**src/hw/rtc_time_pkg.sv**
```systemverilog
// Constants, register map and BCD helpers for the timekeeping counters
`default_nettype none
package rtc_time_pkg;
	// Register indices on the parallel register port
	localparam logic [2:0] ADDR_SECONDS      = 3'h0;
	localparam logic [2:0] ADDR_MINUTES      = 3'h1;
	localparam logic [2:0] ADDR_HOURS        = 3'h2;
	localparam logic [2:0] ADDR_WEEKDAY      = 3'h3;
	localparam logic [2:0] ADDR_MONTHDAY     = 3'h4;
	localparam logic [2:0] ADDR_MONTH        = 3'h5;
	localparam logic [2:0] ADDR_YEAR         = 3'h6;
	localparam logic [2:0] ADDR_RATE_ADJUST  = 3'h7;

	// Implemented bits of each register; the rest read as zero
	localparam logic [7:0] MASK_SECONDS      = 8'h7F;
	localparam logic [7:0] MASK_MINUTES      = 8'h7F;
	localparam logic [7:0] MASK_HOURS        = 8'h3F;
	localparam logic [7:0] MASK_WEEKDAY      = 8'h07;
	localparam logic [7:0] MASK_MONTHDAY     = 8'h3F;
	localparam logic [7:0] MASK_MONTH        = 8'h9F;
	localparam logic [7:0] MASK_YEAR         = 8'hFF;
	localparam logic [7:0] MASK_RATE_ADJUST  = 8'h7F;

	// Field positions
	localparam int         RATE_WRITE_GATE   = 7;
	localparam int         ADJUST_DIRECTION  = 6;
	localparam int         CENTURY_BIT       = 7;
	localparam int         HOUR_PM_BIT       = 5;

	// Reset values; the real counters are undefined after a halt
	localparam logic [7:0] RST_SECONDS       = 8'h00;
	localparam logic [7:0] RST_MINUTES       = 8'h00;
	localparam logic [7:0] RST_HOURS         = 8'h00;
	localparam logic [2:0] RST_WEEKDAY       = 3'h0;
	localparam logic [7:0] RST_MONTHDAY      = 8'h01;
	localparam logic [7:0] RST_MONTH         = 8'h01;
	localparam logic [7:0] RST_YEAR          = 8'h00;
	localparam logic [7:0] RST_RATE_ADJUST   = 8'h00;

	// BCD limits
	localparam logic [7:0] BCD_00            = 8'h00;
	localparam logic [7:0] BCD_01            = 8'h01;
	localparam logic [7:0] BCD_11            = 8'h11;
	localparam logic [7:0] BCD_12            = 8'h12;
	localparam logic [7:0] BCD_20            = 8'h20;
	localparam logic [7:0] BCD_23            = 8'h23;
	localparam logic [7:0] BCD_28            = 8'h28;
	localparam logic [7:0] BCD_29            = 8'h29;
	localparam logic [7:0] BCD_30            = 8'h30;
	localparam logic [7:0] BCD_31            = 8'h31;
	localparam logic [7:0] BCD_40            = 8'h40;
	localparam logic [7:0] BCD_59            = 8'h59;
	localparam logic [7:0] BCD_99            = 8'h99;
	localparam logic [2:0] WEEKDAY_LAST      = 3'h6;

	// Oscillator pulses in one unadjusted second
	localparam int         OSC_PER_SECOND    = 32768;
	localparam int         PRESCALE_WIDTH    = 16;

	// Adds one to a two-digit BCD value
	function automatic logic [7:0] bcd_plus1(input logic [7:0] value);
		logic [7:0] result;
		result = value;
		if (value[3:0] == 4'h9) begin
			result = {value[7:4] + 4'h1, 4'h0};
		end else begin
			result = {value[7:4], value[3:0] + 4'h1};
		end
		return result;
	endfunction : bcd_plus1
endpackage : rtc_time_pkg
`default_nettype wire

```
**src/hw/bcd_wrap_step.sv**
```systemverilog
// One BCD step with wrap from a last value back to a first value
`default_nettype none
module bcd_wrap_step (
	input  wire logic [7:0] value_i,
	input  wire logic [7:0] first_i,
	input  wire logic [7:0] last_i,
	output logic      [7:0] next_o,
	output logic            wrap_o
);
	import rtc_time_pkg::*;

	wire [7:0] plus_one;

	assign plus_one = bcd_plus1(value_i);
	assign wrap_o   = (value_i == last_i);
	assign next_o   = wrap_o ? first_i : plus_one;
endmodule : bcd_wrap_step
`default_nettype wire

```
**src/hw/rtc_time_calendar_counters.sv**
```systemverilog
// Time and calendar counters with rate adjustment for a real-time clock
// Notes on behaviour
// - seconds count 00..59, carry into minutes
// - minutes count 00..59, carry into hours
// - hour rollover carries into both day counters
// - seconds write clears the sub-second prescaler
// - time registers at 0..2, spare bits zero
// - twelve-hour mode: bit 5 is PM
// - weekday counts 0..6 modulo seven
// - month length by month and leap year
// - day wrap bumps month, month wraps carry year
// - year 00..99, multiples of four leap
// - century bit toggles on year 99 to 00
// - calendar registers at 4..6, spare bits zero
// - rate write needs bit 7 low; halt clears
// - adjust seconds starting at 00, 20, 40
// - no adjustment at boundary coinciding with write
// - direction low lengthens by (magnitude-1)*2
// - direction high shortens by (~magnitude+1)*2
// - zero magnitude means no change
`default_nettype none
module rtc_time_calendar_counters #(
	parameter int SECOND_PULSES = rtc_time_pkg::OSC_PER_SECOND
) (
	input  wire logic       clock_i,
	input  wire logic       rst_n_i,
	input  wire logic       osc_clk_i,
	input  wire logic       hour_mode_24_i,
	input  wire logic       osc_halt_flag_i,
	input  wire logic [2:0] reg_addr_i,
	input  wire logic       reg_wr_i,
	input  wire logic [7:0] reg_wdata_i,
	output logic      [7:0] reg_rdata_o,
	output logic            second_tick_o
);
	import rtc_time_pkg::*;

	localparam logic [PRESCALE_WIDTH-1:0] PRESCALE_LAST =
		PRESCALE_WIDTH'(SECOND_PULSES - 1);

	// Counter state
	logic [7:0]                seconds_count;
	logic [7:0]                minutes_count;
	logic [7:0]                hours_count;
	logic [2:0]                weekday_count;
	logic [7:0]                monthday_count;
	logic [7:0]                month_century_count;
	logic [7:0]                year_count;
	logic [7:0]                rate_adjust;
	logic [PRESCALE_WIDTH-1:0] prescale;
	logic                      adj_active;
	logic                      halt_prev;

	// Oscillator pin synchroniser and edge detector
	logic                      osc_sync1;
	logic                      osc_sync2;
	logic                      osc_prev;

	// Decode of register writes
	wire                       wr_seconds;
	wire                       wr_minutes;
	wire                       wr_hours;
	wire                       wr_weekday;
	wire                       wr_monthday;
	wire                       wr_month;
	wire                       wr_year;
	wire                       wr_rate;
	wire                       halt_rise;

	// Oscillator pulse and prescaler
	wire                       osc_pulse;
	wire [PRESCALE_WIDTH-1:0]  lengthen;
	wire [PRESCALE_WIDTH-1:0]  shorten;
	wire [PRESCALE_WIDTH-1:0]  prescale_end;
	wire                       second_tick;
	wire [PRESCALE_WIDTH-1:0]  next_prescale;

	// Carry chain
	wire [7:0]                 sec_step;
	wire                       sec_wrap;
	wire [7:0]                 min_step;
	wire                       min_wrap;
	wire [7:0]                 hour_step;
	wire                       hour_wrap;
	wire [7:0]                 hour12_step;
	wire [7:0]                 hour12_plus;
	wire [7:0]                 hour24_step;
	wire                       hour24_wrap;
	wire [7:0]                 mday_step;
	wire                       mday_wrap;
	wire [7:0]                 month_step;
	wire                       month_wrap;
	wire [7:0]                 year_step;
	wire                       year_wrap;
	wire [7:0]                 month_last_day;
	wire [7:0]                 month_bcd;
	wire                       leap_year;
	wire                       min_carry;
	wire                       hour_carry;
	wire                       day_carry;
	wire                       month_carry;
	wire                       year_carry;
	wire                       boundary;
	wire [7:0]                 read_mux;

	// Next values
	wire [7:0]                 next_seconds;
	wire [7:0]                 next_minutes;
	wire [7:0]                 next_hours;
	wire [2:0]                 next_weekday;
	wire [7:0]                 next_monthday;
	wire [7:0]                 next_month;
	wire [7:0]                 next_year;
	wire [7:0]                 next_rate_adjust;
	wire                       next_adj_active;

	assign wr_seconds  = reg_wr_i && (reg_addr_i == ADDR_SECONDS);
	assign wr_minutes  = reg_wr_i && (reg_addr_i == ADDR_MINUTES);
	assign wr_hours    = reg_wr_i && (reg_addr_i == ADDR_HOURS);
	assign wr_weekday  = reg_wr_i && (reg_addr_i == ADDR_WEEKDAY);
	assign wr_monthday = reg_wr_i && (reg_addr_i == ADDR_MONTHDAY);
	assign wr_month    = reg_wr_i && (reg_addr_i == ADDR_MONTH);
	assign wr_year     = reg_wr_i && (reg_addr_i == ADDR_YEAR);
	assign wr_rate     = reg_wr_i && (reg_addr_i == ADDR_RATE_ADJUST)
		&& !reg_wdata_i[RATE_WRITE_GATE];
	assign halt_rise   = osc_halt_flag_i && !halt_prev;

	assign osc_pulse   = osc_sync2 && !osc_prev;

	// Adjustment amounts in oscillator pulses
	assign lengthen = {{(PRESCALE_WIDTH-7){1'b0}},
		rate_adjust[5:0] - 6'h01, 1'b0};
	assign shorten  = {{(PRESCALE_WIDTH-8){1'b0}},
		{1'b0, ~rate_adjust[5:0]} + 7'h01, 1'b0};
	assign prescale_end = !adj_active ? PRESCALE_LAST :
		(rate_adjust[ADJUST_DIRECTION] ? PRESCALE_LAST - shorten
		: PRESCALE_LAST + lengthen);

	// A seconds write discards the partial second
	assign second_tick   = osc_pulse && !wr_seconds && (prescale == prescale_end);
	assign next_prescale = wr_seconds ? '0 :
		(osc_pulse ? (second_tick ? '0 : prescale + 1'b1) : prescale);

	bcd_wrap_step u_sec_step (
		.value_i (seconds_count),
		.first_i (BCD_00),
		.last_i  (BCD_59),
		.next_o  (sec_step),
		.wrap_o  (sec_wrap)
	);

	bcd_wrap_step u_min_step (
		.value_i (minutes_count),
		.first_i (BCD_00),
		.last_i  (BCD_59),
		.next_o  (min_step),
		.wrap_o  (min_wrap)
	);

	bcd_wrap_step u_hour24_step (
		.value_i (hours_count),
		.first_i (BCD_00),
		.last_i  (BCD_23),
		.next_o  (hour24_step),
		.wrap_o  (hour24_wrap)
	);

	// Twelve-hour sequence: 12,01..11 then 32,21..31 with PM set
	assign hour12_plus = bcd_plus1({3'b000, hours_count[4:0]});
	assign hour12_step = (hours_count[4:0] == BCD_12[4:0])
		? {2'b00, hours_count[HOUR_PM_BIT], BCD_01[4:0]}
		: (hours_count[4:0] == BCD_11[4:0])
		? {2'b00, !hours_count[HOUR_PM_BIT], BCD_12[4:0]}
		: {2'b00, hours_count[HOUR_PM_BIT],
		hour12_plus[4:0]};
	assign hour_wrap = hour_mode_24_i ? hour24_wrap
		: (hours_count == (BCD_11 | 8'h20));
	assign hour_step = hour_mode_24_i ? hour24_step : hour12_step;

	// Leap when the BCD year is a multiple of four, 00 included
	assign leap_year = year_count[4]
		? (year_count[3:0] == 4'h2 || year_count[3:0] == 4'h6)
		: (year_count[3:0] == 4'h0 || year_count[3:0] == 4'h4
		|| year_count[3:0] == 4'h8);

	assign month_bcd = {3'b000, month_century_count[4:0]};
	assign month_last_day = (month_bcd == 8'h02) ? (leap_year ? BCD_29 : BCD_28)
		: (month_bcd == 8'h04 || month_bcd == 8'h06 || month_bcd == 8'h09
		|| month_bcd == 8'h11) ? BCD_30 : BCD_31;

	bcd_wrap_step u_mday_step (
		.value_i (monthday_count),
		.first_i (BCD_01),
		.last_i  (month_last_day),
		.next_o  (mday_step),
		.wrap_o  (mday_wrap)
	);

	bcd_wrap_step u_month_step (
		.value_i (month_bcd),
		.first_i (BCD_01),
		.last_i  (BCD_12),
		.next_o  (month_step),
		.wrap_o  (month_wrap)
	);

	bcd_wrap_step u_year_step (
		.value_i (year_count),
		.first_i (BCD_00),
		.last_i  (BCD_99),
		.next_o  (year_step),
		.wrap_o  (year_wrap)
	);

	// Carry chain, all within the cycle of the second tick
	assign min_carry   = second_tick && sec_wrap;
	assign hour_carry  = min_carry && min_wrap;
	assign day_carry   = hour_carry && hour_wrap;
	assign month_carry = day_carry && mday_wrap;
	assign year_carry  = month_carry && month_wrap;

	// A write wins over a carry into the same register
	assign next_seconds = wr_seconds ? (reg_wdata_i & MASK_SECONDS)
		: (second_tick ? sec_step : seconds_count);
	assign next_minutes = wr_minutes ? (reg_wdata_i & MASK_MINUTES)
		: (min_carry ? min_step : minutes_count);
	assign next_hours = wr_hours ? (reg_wdata_i & MASK_HOURS)
		: (hour_carry ? hour_step : hours_count);
	assign next_weekday = wr_weekday ? reg_wdata_i[2:0]
		: (!day_carry ? weekday_count
		: (weekday_count == WEEKDAY_LAST) ? RST_WEEKDAY
		: weekday_count + 3'h1);
	assign next_monthday = wr_monthday ? (reg_wdata_i & MASK_MONTHDAY)
		: (day_carry ? mday_step : monthday_count);
	assign next_month = wr_month ? (reg_wdata_i & MASK_MONTH)
		: {month_century_count[CENTURY_BIT]
		^ (year_carry && year_wrap), 2'b00,
		month_carry ? month_step[4:0]
		: month_century_count[4:0]};
	assign next_year = wr_year ? (reg_wdata_i & MASK_YEAR)
		: (year_carry ? year_step : year_count);

	// Halt clears the adjust register even against a write
	assign next_rate_adjust = halt_rise ? RST_RATE_ADJUST
		: (wr_rate ? (reg_wdata_i & MASK_RATE_ADJUST)
		: rate_adjust);

	// Adjusted second starts as the count steps to 00, 20 or 40
	assign boundary = second_tick
		&& (sec_step == BCD_00 || sec_step == BCD_20
		|| sec_step == BCD_40);
	// A rate write during or at that second cancels it
	assign next_adj_active = (wr_rate || halt_rise) ? 1'b0
		: (boundary ? (rate_adjust[5:0] != 6'h00)
		: (second_tick ? 1'b0 : adj_active));

	// Unimplemented bits already zero in storage
	assign read_mux = (reg_addr_i == ADDR_SECONDS) ? seconds_count
		: (reg_addr_i == ADDR_MINUTES) ? minutes_count
		: (reg_addr_i == ADDR_HOURS) ? hours_count
		: (reg_addr_i == ADDR_WEEKDAY) ? {5'h00, weekday_count}
		: (reg_addr_i == ADDR_MONTHDAY) ? monthday_count
		: (reg_addr_i == ADDR_MONTH) ? month_century_count
		: (reg_addr_i == ADDR_YEAR) ? year_count
		: rate_adjust;

	// Oscillator comes from a pin, so two flops before any use
	always_ff @(posedge clock_i or negedge rst_n_i) begin
		if (!rst_n_i) begin
			osc_sync1 <= 1'b0;
			osc_sync2 <= 1'b0;
			osc_prev  <= 1'b0;
		end else begin
			osc_sync1 <= osc_clk_i;
			osc_sync2 <= osc_sync1;
			osc_prev  <= osc_sync2;
		end
	end

	always_ff @(posedge clock_i or negedge rst_n_i) begin
		if (!rst_n_i) begin
			prescale   <= '0;
			adj_active <= 1'b0;
			halt_prev  <= 1'b0;
			rate_adjust <= RST_RATE_ADJUST;
		end else begin
			prescale   <= next_prescale;
			adj_active <= next_adj_active;
			halt_prev  <= osc_halt_flag_i;
			rate_adjust <= next_rate_adjust;
		end
	end

	always_ff @(posedge clock_i or negedge rst_n_i) begin
		if (!rst_n_i) begin
			seconds_count       <= RST_SECONDS;
			minutes_count       <= RST_MINUTES;
			hours_count         <= RST_HOURS;
			weekday_count       <= RST_WEEKDAY;
			monthday_count      <= RST_MONTHDAY;
			month_century_count <= RST_MONTH;
			year_count          <= RST_YEAR;
		end else begin
			seconds_count       <= next_seconds;
			minutes_count       <= next_minutes;
			hours_count         <= next_hours;
			weekday_count       <= next_weekday;
			monthday_count      <= next_monthday;
			month_century_count <= next_month;
			year_count          <= next_year;
		end
	end

	// Registered read data: one cycle after the address
	always_ff @(posedge clock_i or negedge rst_n_i) begin
		if (!rst_n_i) begin
			reg_rdata_o   <= 8'h00;
			second_tick_o <= 1'b0;
		end else begin
			reg_rdata_o   <= read_mux;
			second_tick_o <= second_tick;
		end
	end
endmodule : rtc_time_calendar_counters
`default_nettype wire

```
**config.mk**
```make
export PLATFORM = sky130hd
export DESIGN_NAME = rtc_time_calendar_counters
export DESIGN_NICKNAME = d
export VERILOG_FILES = /design/src/hw/rtc_time_pkg.sv /design/src/hw/bcd_wrap_step.sv /design/src/hw/rtc_time_calendar_counters.sv
export SDC_FILE = /design/constraint.sdc
export NUM_CORES = 1
export LEC_CHECK = 0
export ABC_CLOCK_PERIOD_IN_PS = 11300
export BUFFER_PORTS_ARGS = -buffer_cell sky130_fd_sc_hd__buf_2
export CORE_ASPECT_RATIO = 1.75
export CORE_UTILIZATION = 40
export CTS_CLUSTER_DIAMETER = 40
export DETAILED_ROUTE_END_ITERATION = 10
export PLACE_DENSITY = 0.65
export SYNTH_ARGS = -nofsm -noshare
export SYNTH_HDL_FRONTEND = slang
export SYNTH_SLANG_ARGS = --single-unit
```
**constraint.sdc**
```tcl
create_clock -name clock_i -period 11.3 [get_ports clock_i]
set_clock_uncertainty 0.1 [all_clocks]
set_input_delay 2.26 -clock clock_i [delete_from_list [all_inputs] [get_ports clock_i]]
set_output_delay 2.26 -clock clock_i [all_outputs]
set_load 0.01 [all_outputs]
```
# Word-level counts from Yosys, hierarchy flattened
# Cells that the tools add are included.
# totals
register_bits	89
latch_bits	0
ram_bits	0
mem_bits_ro	0
inputBits	17
out_inout_bits	9
elab_cells	196
n_memories	0
# classes
n_addsub	19
mul	0
n_div	0
magnitude_cmp	0
eq_ne	37
shifts	0
n_mux	53
bitwise_logic	2
reduce_logical	61
# op_table
operator	n
$mux W8	31
$mux W16	5
$add A4 B1 Y4 const B	11
$eq A4 B4 Y1 const B	7
$mux W5	5
$eq A8 B6 Y1 const B	3
$eq A8 B7 Y1 const B	3
$eq A5 B5 Y1 const B	4
$logic_and A1 B1 Y1	20
$reduce_bool A2 Y1	9
$reduce_bool A3 Y1	6
$add A15 B7 Y16 const A	1
$add A16 B1 Y16 const B	1
$eq A16 B16 Y1	1
$sub A15 B8 Y16 const A	1
$eq A3 B3 Y1 const B	5
$mux W6	2
$eq A5 B3 Y1 const B	2
$reduce_and A2 Y1	5
$logic_or A1 B1 Y1	9
$mux W3	3
$eq A4 B3 Y1 const B	2
$eq A8 B6 Y1	1
$eq A8 B8 Y1 const B	1
22 further kinds	34

# Longest topological paths before layout
# Gate-level depths: netlist (run 1).
# depth
word_depth	15
ltp_mapped	18
mapped_depth_nobuf	14

# Modules after synthesis
# Synthesis (run 1) repeated with hierarchy kept, for this count alone.
# unflattened
cells_unflattened	818
hier_area_um2	7262.0
# by_module_without_submodules
mod	n_inst	cells_per_inst	area_per_inst_um2	seq_area_each_um2
rtc_time_calendar_counters	1	590	5340.1	2154.6
bcd_wrap_step	6	38	320.3	0.0

# Least setup slack after synthesis (run 1)
# No wires, ideal clock.
# synth_timing
path_kind	in2reg
startpoint	input port reg_addr_i[0]
endpoint	register year_count[2]
setup_time_ps	82
arrival_ps	4642
required_time_ps	11118
path_slack_ps	6476
cell_stages	10
path_buffers	3
cell_sequence	clkbuf_1 nor3_1 a2111oi_0 and2_1 nand4bb_1 clkbuf_1 or4_1 clkbuf_2 or4_1 a31oi_1
# synth_between
elab_chain_len	11
word_cells_on_any_way	14
cone_classes	eq/ne (1); mux (1); reduce/logical (12)
# synth_lines
element	line	source
start, declared	rtc_time_calendar_counters.sv:30	input wire logic [2:0] reg_addr_i,
$logic_not A3 Y1	rtc_time_calendar_counters.sv:117	assign wr_seconds = reg_wr_i && (reg_addr_i == ADDR_SECONDS);
$logic_and A1 B1 Y1	rtc_time_calendar_counters.sv:117	
$logic_not A1 Y1	rtc_time_calendar_counters.sv:140	assign second_tick = osc_pulse && !wr_seconds && (prescale == prescale_end);
$logic_and A1 B1 Y1 (2 in a row)	rtc_time_calendar_counters.sv:140	
$logic_and A1 B1 Y1	rtc_time_calendar_counters.sv:216	assign min_carry = second_tick && sec_wrap;
$logic_and A1 B1 Y1	rtc_time_calendar_counters.sv:217	assign hour_carry = min_carry && min_wrap;
$logic_and A1 B1 Y1	rtc_time_calendar_counters.sv:218	assign day_carry = hour_carry && hour_wrap;
$logic_and A1 B1 Y1	rtc_time_calendar_counters.sv:219	assign month_carry = day_carry && mday_wrap;
$logic_and A1 B1 Y1	rtc_time_calendar_counters.sv:220	assign year_carry = month_carry && month_wrap;
$reduce_bool A2 Y1 (no source line)	-	
end signal, assigned	rtc_time_calendar_counters.sv:310	year_count <= next_year;
end, declared	rtc_time_calendar_counters.sv:48	logic [7:0] year_count;
# Parallel ways exist; a longest one is shown, timed or not.
# A chain may end at the register's enable or synchronous reset.

# Worst setup path after layout (run 1)
# Ends and elaborated chain as after synthesis.

==> flow_summary_export.csv, run 1 <==
group,metric,value,unit
grt,first_global_vias,5633,
placed_design,place_ws,5.54,ns
layout,fillers,1572,
synthesis,synth_area,6370,µm²
cts,htreeDepth,3,
die,die_area,16500,µm²
synthesis,yosys.area.top_type_share,33.0,%
route,drt-total-wl,19100,µm
synthesis,synthTopCellsByCount,"nand2_1, dfrtp_1, nor2_1",
critical_path,startpoint_type,"primary input",
synthesis,yosys.area.top_type,"dfrtp_1",
cts,cts_hold_buf,0,
layout,drive_gt1_share,10.5,%
die,io_pins,26,
grt,antenna_found_initial,0,
route,drc,0,
cts,cts_setup_buffers,0,
cts,clock_latency,0.35,ns
route,dr_total_vias,5798,
layout,seq_area,2150,µm²
layout,diodes,0,
timing,worst_pin_slew,1.05,ns
synthesis,yosysSeqAreaShare,33.8,%
synthesis,synthArstFlopShare,100,%
critical_path,criticalPathCategory,"in2reg",
critical_path,crit_fanout,25,
timing,tns,0,ns
placed_design,placed_area,6570,µm²
layout,fin_nets,783,
run,cap_violations,0,
power_and_ir_drop,p_leak,2.69,nW
power_and_ir_drop,power_density,136,nW/µm²
cts,root_buffer,"clkbuf_16",
critical_path,critPathArrivalTime,5.66,ns
critical_path,cp.required,11.46,ns
timing,fin_crit_sh,48.6,%
cts,path_clk_slew,0.06,ns
synthesis,synth_area_leaders,"dfrtp_1, nand2_1, nor2_1",
synthesis,synth_edf_count,0,
power_and_ir_drop,pwr-share-comb,24.2,%
worst_hold_path,hold_class,"reg2reg",
power_and_ir_drop,power,0.926,mW
synthesis,synth_cell_types,74,
synthesis,synth_most_common_cell,"nand2_1",
route,drt_iter0_drc,399,
cts,cts_resized,0,
critical_path,max_stage_delay,0.76,ns
cts,cts_sinks,86,
synthesis,yosysWarnings,0,
power_and_ir_drop,ir_worst_vdd,0.0705,mV
power_and_ir_drop,internal_power,0.601,mW
die,die_w,97.4,µm
grt,grt_max_degree,67,
die,die_y,169,µm
placed_design,port_buffers,25,
timing,fin_ws,5.81,ns
grt,overflow,0,
route,wire_per_inst,20.4,µm
timing,period_minus_slack,5.49,ns
power_and_ir_drop,p_sw,0.324,mW
placed_design,gp_congestion,0.938,
grt,track_usage,23.8,%
power_and_ir_drop,pwr-share-seq,46.4,%
layout,area_growth,7.17,%
die,start_util,41.2,%
placed_design,dp_cells,920,
die,rows,60,
placed_design,dpl.hpwl,14300,µm
timing,max_freq,0.182,GHz
layout,final-instance-count-excl-fill,935,
cts,tritoncts,"done",
cts,clockBufferDepth,2,
route,postRouteAntennaNets,0,
critical_path,cpMaxStageDelayCell,"or4_1",
critical_path,crit_chain,"buf_2 -> nor3_1 -> buf_4 -> a2111oi_0 -> and2_1 -> nand4bb_1 -> or4_1 -> or4_1 -> a31oi_1",
timing,rsz0062_at_grt,"no",
run_status,outcome,"finished, final reports clean",
synthesis,synth_fp_nets,789,
synthesis,ys.flop_type,"dfrtp_1",
route,first_pass_iters,5,
timing,setup_viol,0,
die,coreArea,15500,µm²
critical_path,end_kind,"flip-flop",
critical_path,crit_path_frequent_cell,"or4_1",
grt,grt_pass1_wl,30400,µm
route,vias_per_cell,6.20,
synthesis,ys_seq_elements,86,
power_and_ir_drop,swShare,35.0,%
timing,finalHoldViolCount,0,
synthesis,syn_inst,751,
power_and_ir_drop,power.share.clock,29.4,%
layout,stdcell_area,6830,µm²
timing,slew_viol_final,0,
layout,multi_input_area,3930,µm²
cts,cts_buffers,9,
timing,slew_headroom,29.6,%
synthesis,avgSynthCellArea,8.49,µm²
-- cell families after synthesis --
group / count (synthesis) / synth area share [%]
XOR/XNOR: 26 / 3.57
AO/OA/AOI/OAI: 152 / 16.4
adder cells (fa/ha/maj): 21 / 4.12
buffers and inverters: 74 / 4.59
AND/OR/NAND/NOR: 349 / 29.0
flip-flops: 86 / 33.8
multiplexers: 43 / 8.50
-- registers in the layout, indices dropped and copies added, names as in the netlist --
register / cells
seconds_count: 8
osc_sync1: 1
prescale: 16
rate_adjust: 7
second_tick_o: 1
osc_sync2: 1
weekday_count: 3
reg_rdata_o: 8
month_century_count: 6
minutes_count: 8
osc_prev: 1
adj_active: 1
year_count: 8
monthday_count: 8
halt_prev: 1
hours_count: 8
-- worst max-delay path, delay by kind of cell --
kind                   cells  cell delay (ns)
AOI/OAI and AO/OA          2             0.69
and+or+nand+nor            5             1.98
buffers and inverters      2             0.71
-- power groups by stage --
stage	logic [mW]	clock network [mW]	registers, mW
global route	0.249	0.291	0.435
floorplan	0.178	0	0.395
CTS	0.224	0.277	0.426
global placement	0.219	0	0.431
finish	0.224	0.273	0.429
detailed placement	0.223	0	0.432
-- area by class of cell --
cell class                 instances  share of cell area, %
sequential                        86                   31.6
multi-input combinational        591                   57.5
tap                              186                   3.41
clock buffer                      11                   3.41
clock inverter                     4                  0.366
inverter                          29                   1.59
timing repair buffer              28                   2.20
-- stage by stage --
step                      hold slack (ns)  utilization, %
after floorplan                     0.231               -
after global placement              0.238            42.5
after detailed placement            0.239            42.5
after CTS                           0.253            44.2
after global routing                0.256            44.2
final                               0.249            44.2
-- cell usage in the layout, fill, tap and decap left out, drive strengths merged, types with 10 or more instances in the layout --
cell and count:
o21ai 31, clkbuf 11, ha 21, nor2b 14
a31oi 16, dfrtp 84, nand3 30, a21oi 30
nand4 13, nand2b 12, and2 10, nand2 85
nor2 74, mux2i 26, buf 28, nor4 10
nor3 26, inv 29, xnor2 17
-- path summary, 6_finish.rpt --
check,slack (ns),depth (start not counted),to,startpoint
hold reg to reg,0.25,0,osc_sync2,osc_sync1
hold / removal,0.25,0,osc_sync2,osc_sync1
max in group asynchronous,8.23,2,second_tick_o,rst_n_i
setup reg to reg,6.50,14,year_count[2],rate_adjust[0]
min in group asynchronous,1.69,1,reg_rdata_o[1],rst_n_i
setup / recovery,5.81,9,year_count[2],reg_addr_i[0]
-- routing by layer --
| layer | share of wire (%) | GRT usage [%] |
|---|---|---|
| met5 | 0 | 0 |
| met4 | 7.8 | 18.4 |
| met3 | 4.4 | 3.26 |
| met2 | 51 | 41.7 |
| met1 | 37 | 25.6 |
Power figures use the tool's default switching activity.
==> run 2: changes to the inputs <==
--- a/config.mk
+++ b/config.mk
@@ -5,7 +5,7 @@
 export SDC_FILE = /design/constraint.sdc
 export NUM_CORES = 1
 export LEC_CHECK = 0
-export ABC_CLOCK_PERIOD_IN_PS = 11300
+export ABC_CLOCK_PERIOD_IN_PS = 5360
 export BUFFER_PORTS_ARGS = -buffer_cell sky130_fd_sc_hd__buf_2
 export CORE_ASPECT_RATIO = 1.75
 export CORE_UTILIZATION = 40
==> constraint.sdc (replaced) <==
create_clock -name clock_i -period 5.36 [get_ports clock_i]
set_clock_uncertainty 0.1 [all_clocks]
set_input_delay 1.072 -clock clock_i [delete_from_list [all_inputs] [get_ports clock_i]]
set_output_delay 1.072 -clock clock_i [all_outputs]
set_load 0.01 [all_outputs]
==> flow_summary_export.csv, run 2 (synthesis gave the netlist of run 1 again) <==
group,metric,value,unit
timing,setup_viol,0,
cts,path_clk_slew,0.06,ns
layout,top_register,"prescale",
die,die_area,16500,µm²
timing,rsz0062_at_grt,"no",
route,drc,0,
layout,fillers,1558,
layout,finish.utilization,44.6,%
cts,cts_hold_buf,0,
die,die_y,169,µm
power_and_ir_drop,pwr-share-seq,44.5,%
power_and_ir_drop,power.share.clock,32.1,%
layout,final-instance-count-excl-fill,940,
cts,cts_resized,0,
die,coreArea,15500,µm²
route,wire_per_inst,20.3,µm
layout,area_growth,8.33,%
die,die_w,97.4,µm
grt,met3_usage,2.68,%
timing,fin_crit_sh,86.8,%
placed_design,port_buffers,25,
power_and_ir_drop,swShare,34.1,%
cts,clock_latency,0.35,ns
run,cap_violations,0,
grt,first_global_vias,5798,
timing,period_minus_slack,4.65,ns
worst_hold_path,hold_class,"reg2reg",
power_and_ir_drop,p_leak,2.73,nW
layout,drive_gt1_share,11.3,%
timing,tns,0,ns
power_and_ir_drop,power,2.02,mW
cts,tritoncts,"done",
timing,worst_pin_slew,1.03,ns
die,io_pins,26,
cts,cts_setup_buffers,0,
cts,cts_sinks,86,
run_status,outcome,"finished, final reports clean",
timing,slew_viol_final,0,
die,start_util,41.2,%
grt,antenna_found_initial,0,
layout,largest_reg_flops,16,
power_and_ir_drop,power_density,293,nW/µm²
route,dr_total_vias,5854,
grt,met2_usage,42.4,%
route,drt-total-wl,19100,µm
critical_path,crit_fanout,13,
route,vias_per_cell,6.23,
placed_design,dpl.hpwl,14300,µm
critical_path,cp.required,5.54,ns
power_and_ir_drop,ir_worst_vdd,0.140,mV
layout,most-common-layout-cells,"nand2_1, dfrtp_1, nor2_1",
timing,max_freq,0.215,GHz
cts,clockBufferDepth,2,
timing,slew_headroom,31.0,%
layout,diodes,0,
route,first_pass_iters,5,
placed_design,placed_area,6600,µm²
die,rows,60,
grt,overflow,0,
cts,root_buffer,"clkbuf_16",
cts,htreeDepth,3,
cts,cts_buffers,9,
placed_design,dp_cells,924,
layout,stdcell_area,6900,µm²
power_and_ir_drop,pwr-share-comb,23.4,%
critical_path,end_kind,"flip-flop",
critical_path,criticalPathCategory,"reg2reg",
timing,finalHoldViolCount,0,
layout,fin_nets,787,
grt,grt_max_degree,46,
route,drt_iter0_drc,396,
placed_design,gp_congestion,0.899,
layout,mostFrequentLayoutCell,"nand2_1",
grt,track_usage,24.2,%
power_and_ir_drop,p_sw,0.690,mW
power_and_ir_drop,internal_power,1.33,mW
grt,grt_pass1_wl,31000,µm
critical_path,critPathArrivalTime,4.83,ns
grt,gr-usage-met1,26.4,%
grt,grt.busiest_layer,"met2",
critical_path,startpoint_type,"flip-flop",
route,postRouteAntennaNets,0,
## run 2: cell count changes in the layout (fill, tap and decap cells not counted), sizes merged
cell	before	now
bufinv	0	1
buf	28	32
## run 2: area by class of cell
type                    instances  area, µm²  area share [%]
flip-flops and latches         86       2150            31.2
repair buffers                 32        180            2.61
inverters                      29        109            1.58
well taps                     186        233            3.37
clock inverters                 5       58.8           0.852
clock buffers                  11        243            3.52
multi-input cells             591       3930            56.9
## run 2: metrics by stage
stage | hold WS, ns | setup slack, ns
5_1_grt | 0.258 | 0.371
3_3_place_gp | 0.236 | 0.902
2_1_floorplan | 0.231 | 1.42
6_report | 0.251 | 0.710
4_1_cts | 0.255 | 0.783
3_5_place_dp | 0.240 | 0.811
## run 2: routing by layer
layer / wire (µm) / up-vias
li1: - / 2744
met1: 7230 / 2841
met2: 9610 / 192
met3: 686 / 77
met4: 1540 / 0
met5: 0 / -
## run 2: path summary, 6_finish.rpt
kind	from	end	slack [ns]	cells past startpoint
hold / removal	osc_sync1	osc_sync2	0.25	0
setup reg to reg	rate_adjust[0]	weekday_count[1]	0.71	14
max in group asynchronous	rst_n_i	hours_count[7]	3.57	2
setup / recovery	rate_adjust[0]	weekday_count[1]	0.71	14
min in group asynchronous	rst_n_i	prescale[7]	0.61	1
hold reg to reg	osc_sync1	osc_sync2	0.25	0
## run 2: worst max-delay path, cell delays in order, from the launching register on
cell	delay [ns]
dfrtp_1	0.54
inv_1	0.15
ha_1	0.41
and3b_1	0.23
nand2_1	0.07
nor2_1	0.04
ha_1	0.19
nor3b_1	0.23
xnor2_1	0.09
a2111oi_0	0.52
nand4b_1	0.14
or3_1	0.52
or3_1	0.60
or4b_2	0.66
nand3_1	0.10
## run 2: power groups by stage
stage               clock (mW)  combinational (mW)  sequential (mW)
finish                   0.649               0.473            0.900
global route             0.681               0.531            0.916
CTS                      0.659               0.473            0.895
detailed placement           0               0.470            0.906
global placement             0               0.464            0.906
floorplan                    0               0.375            0.833
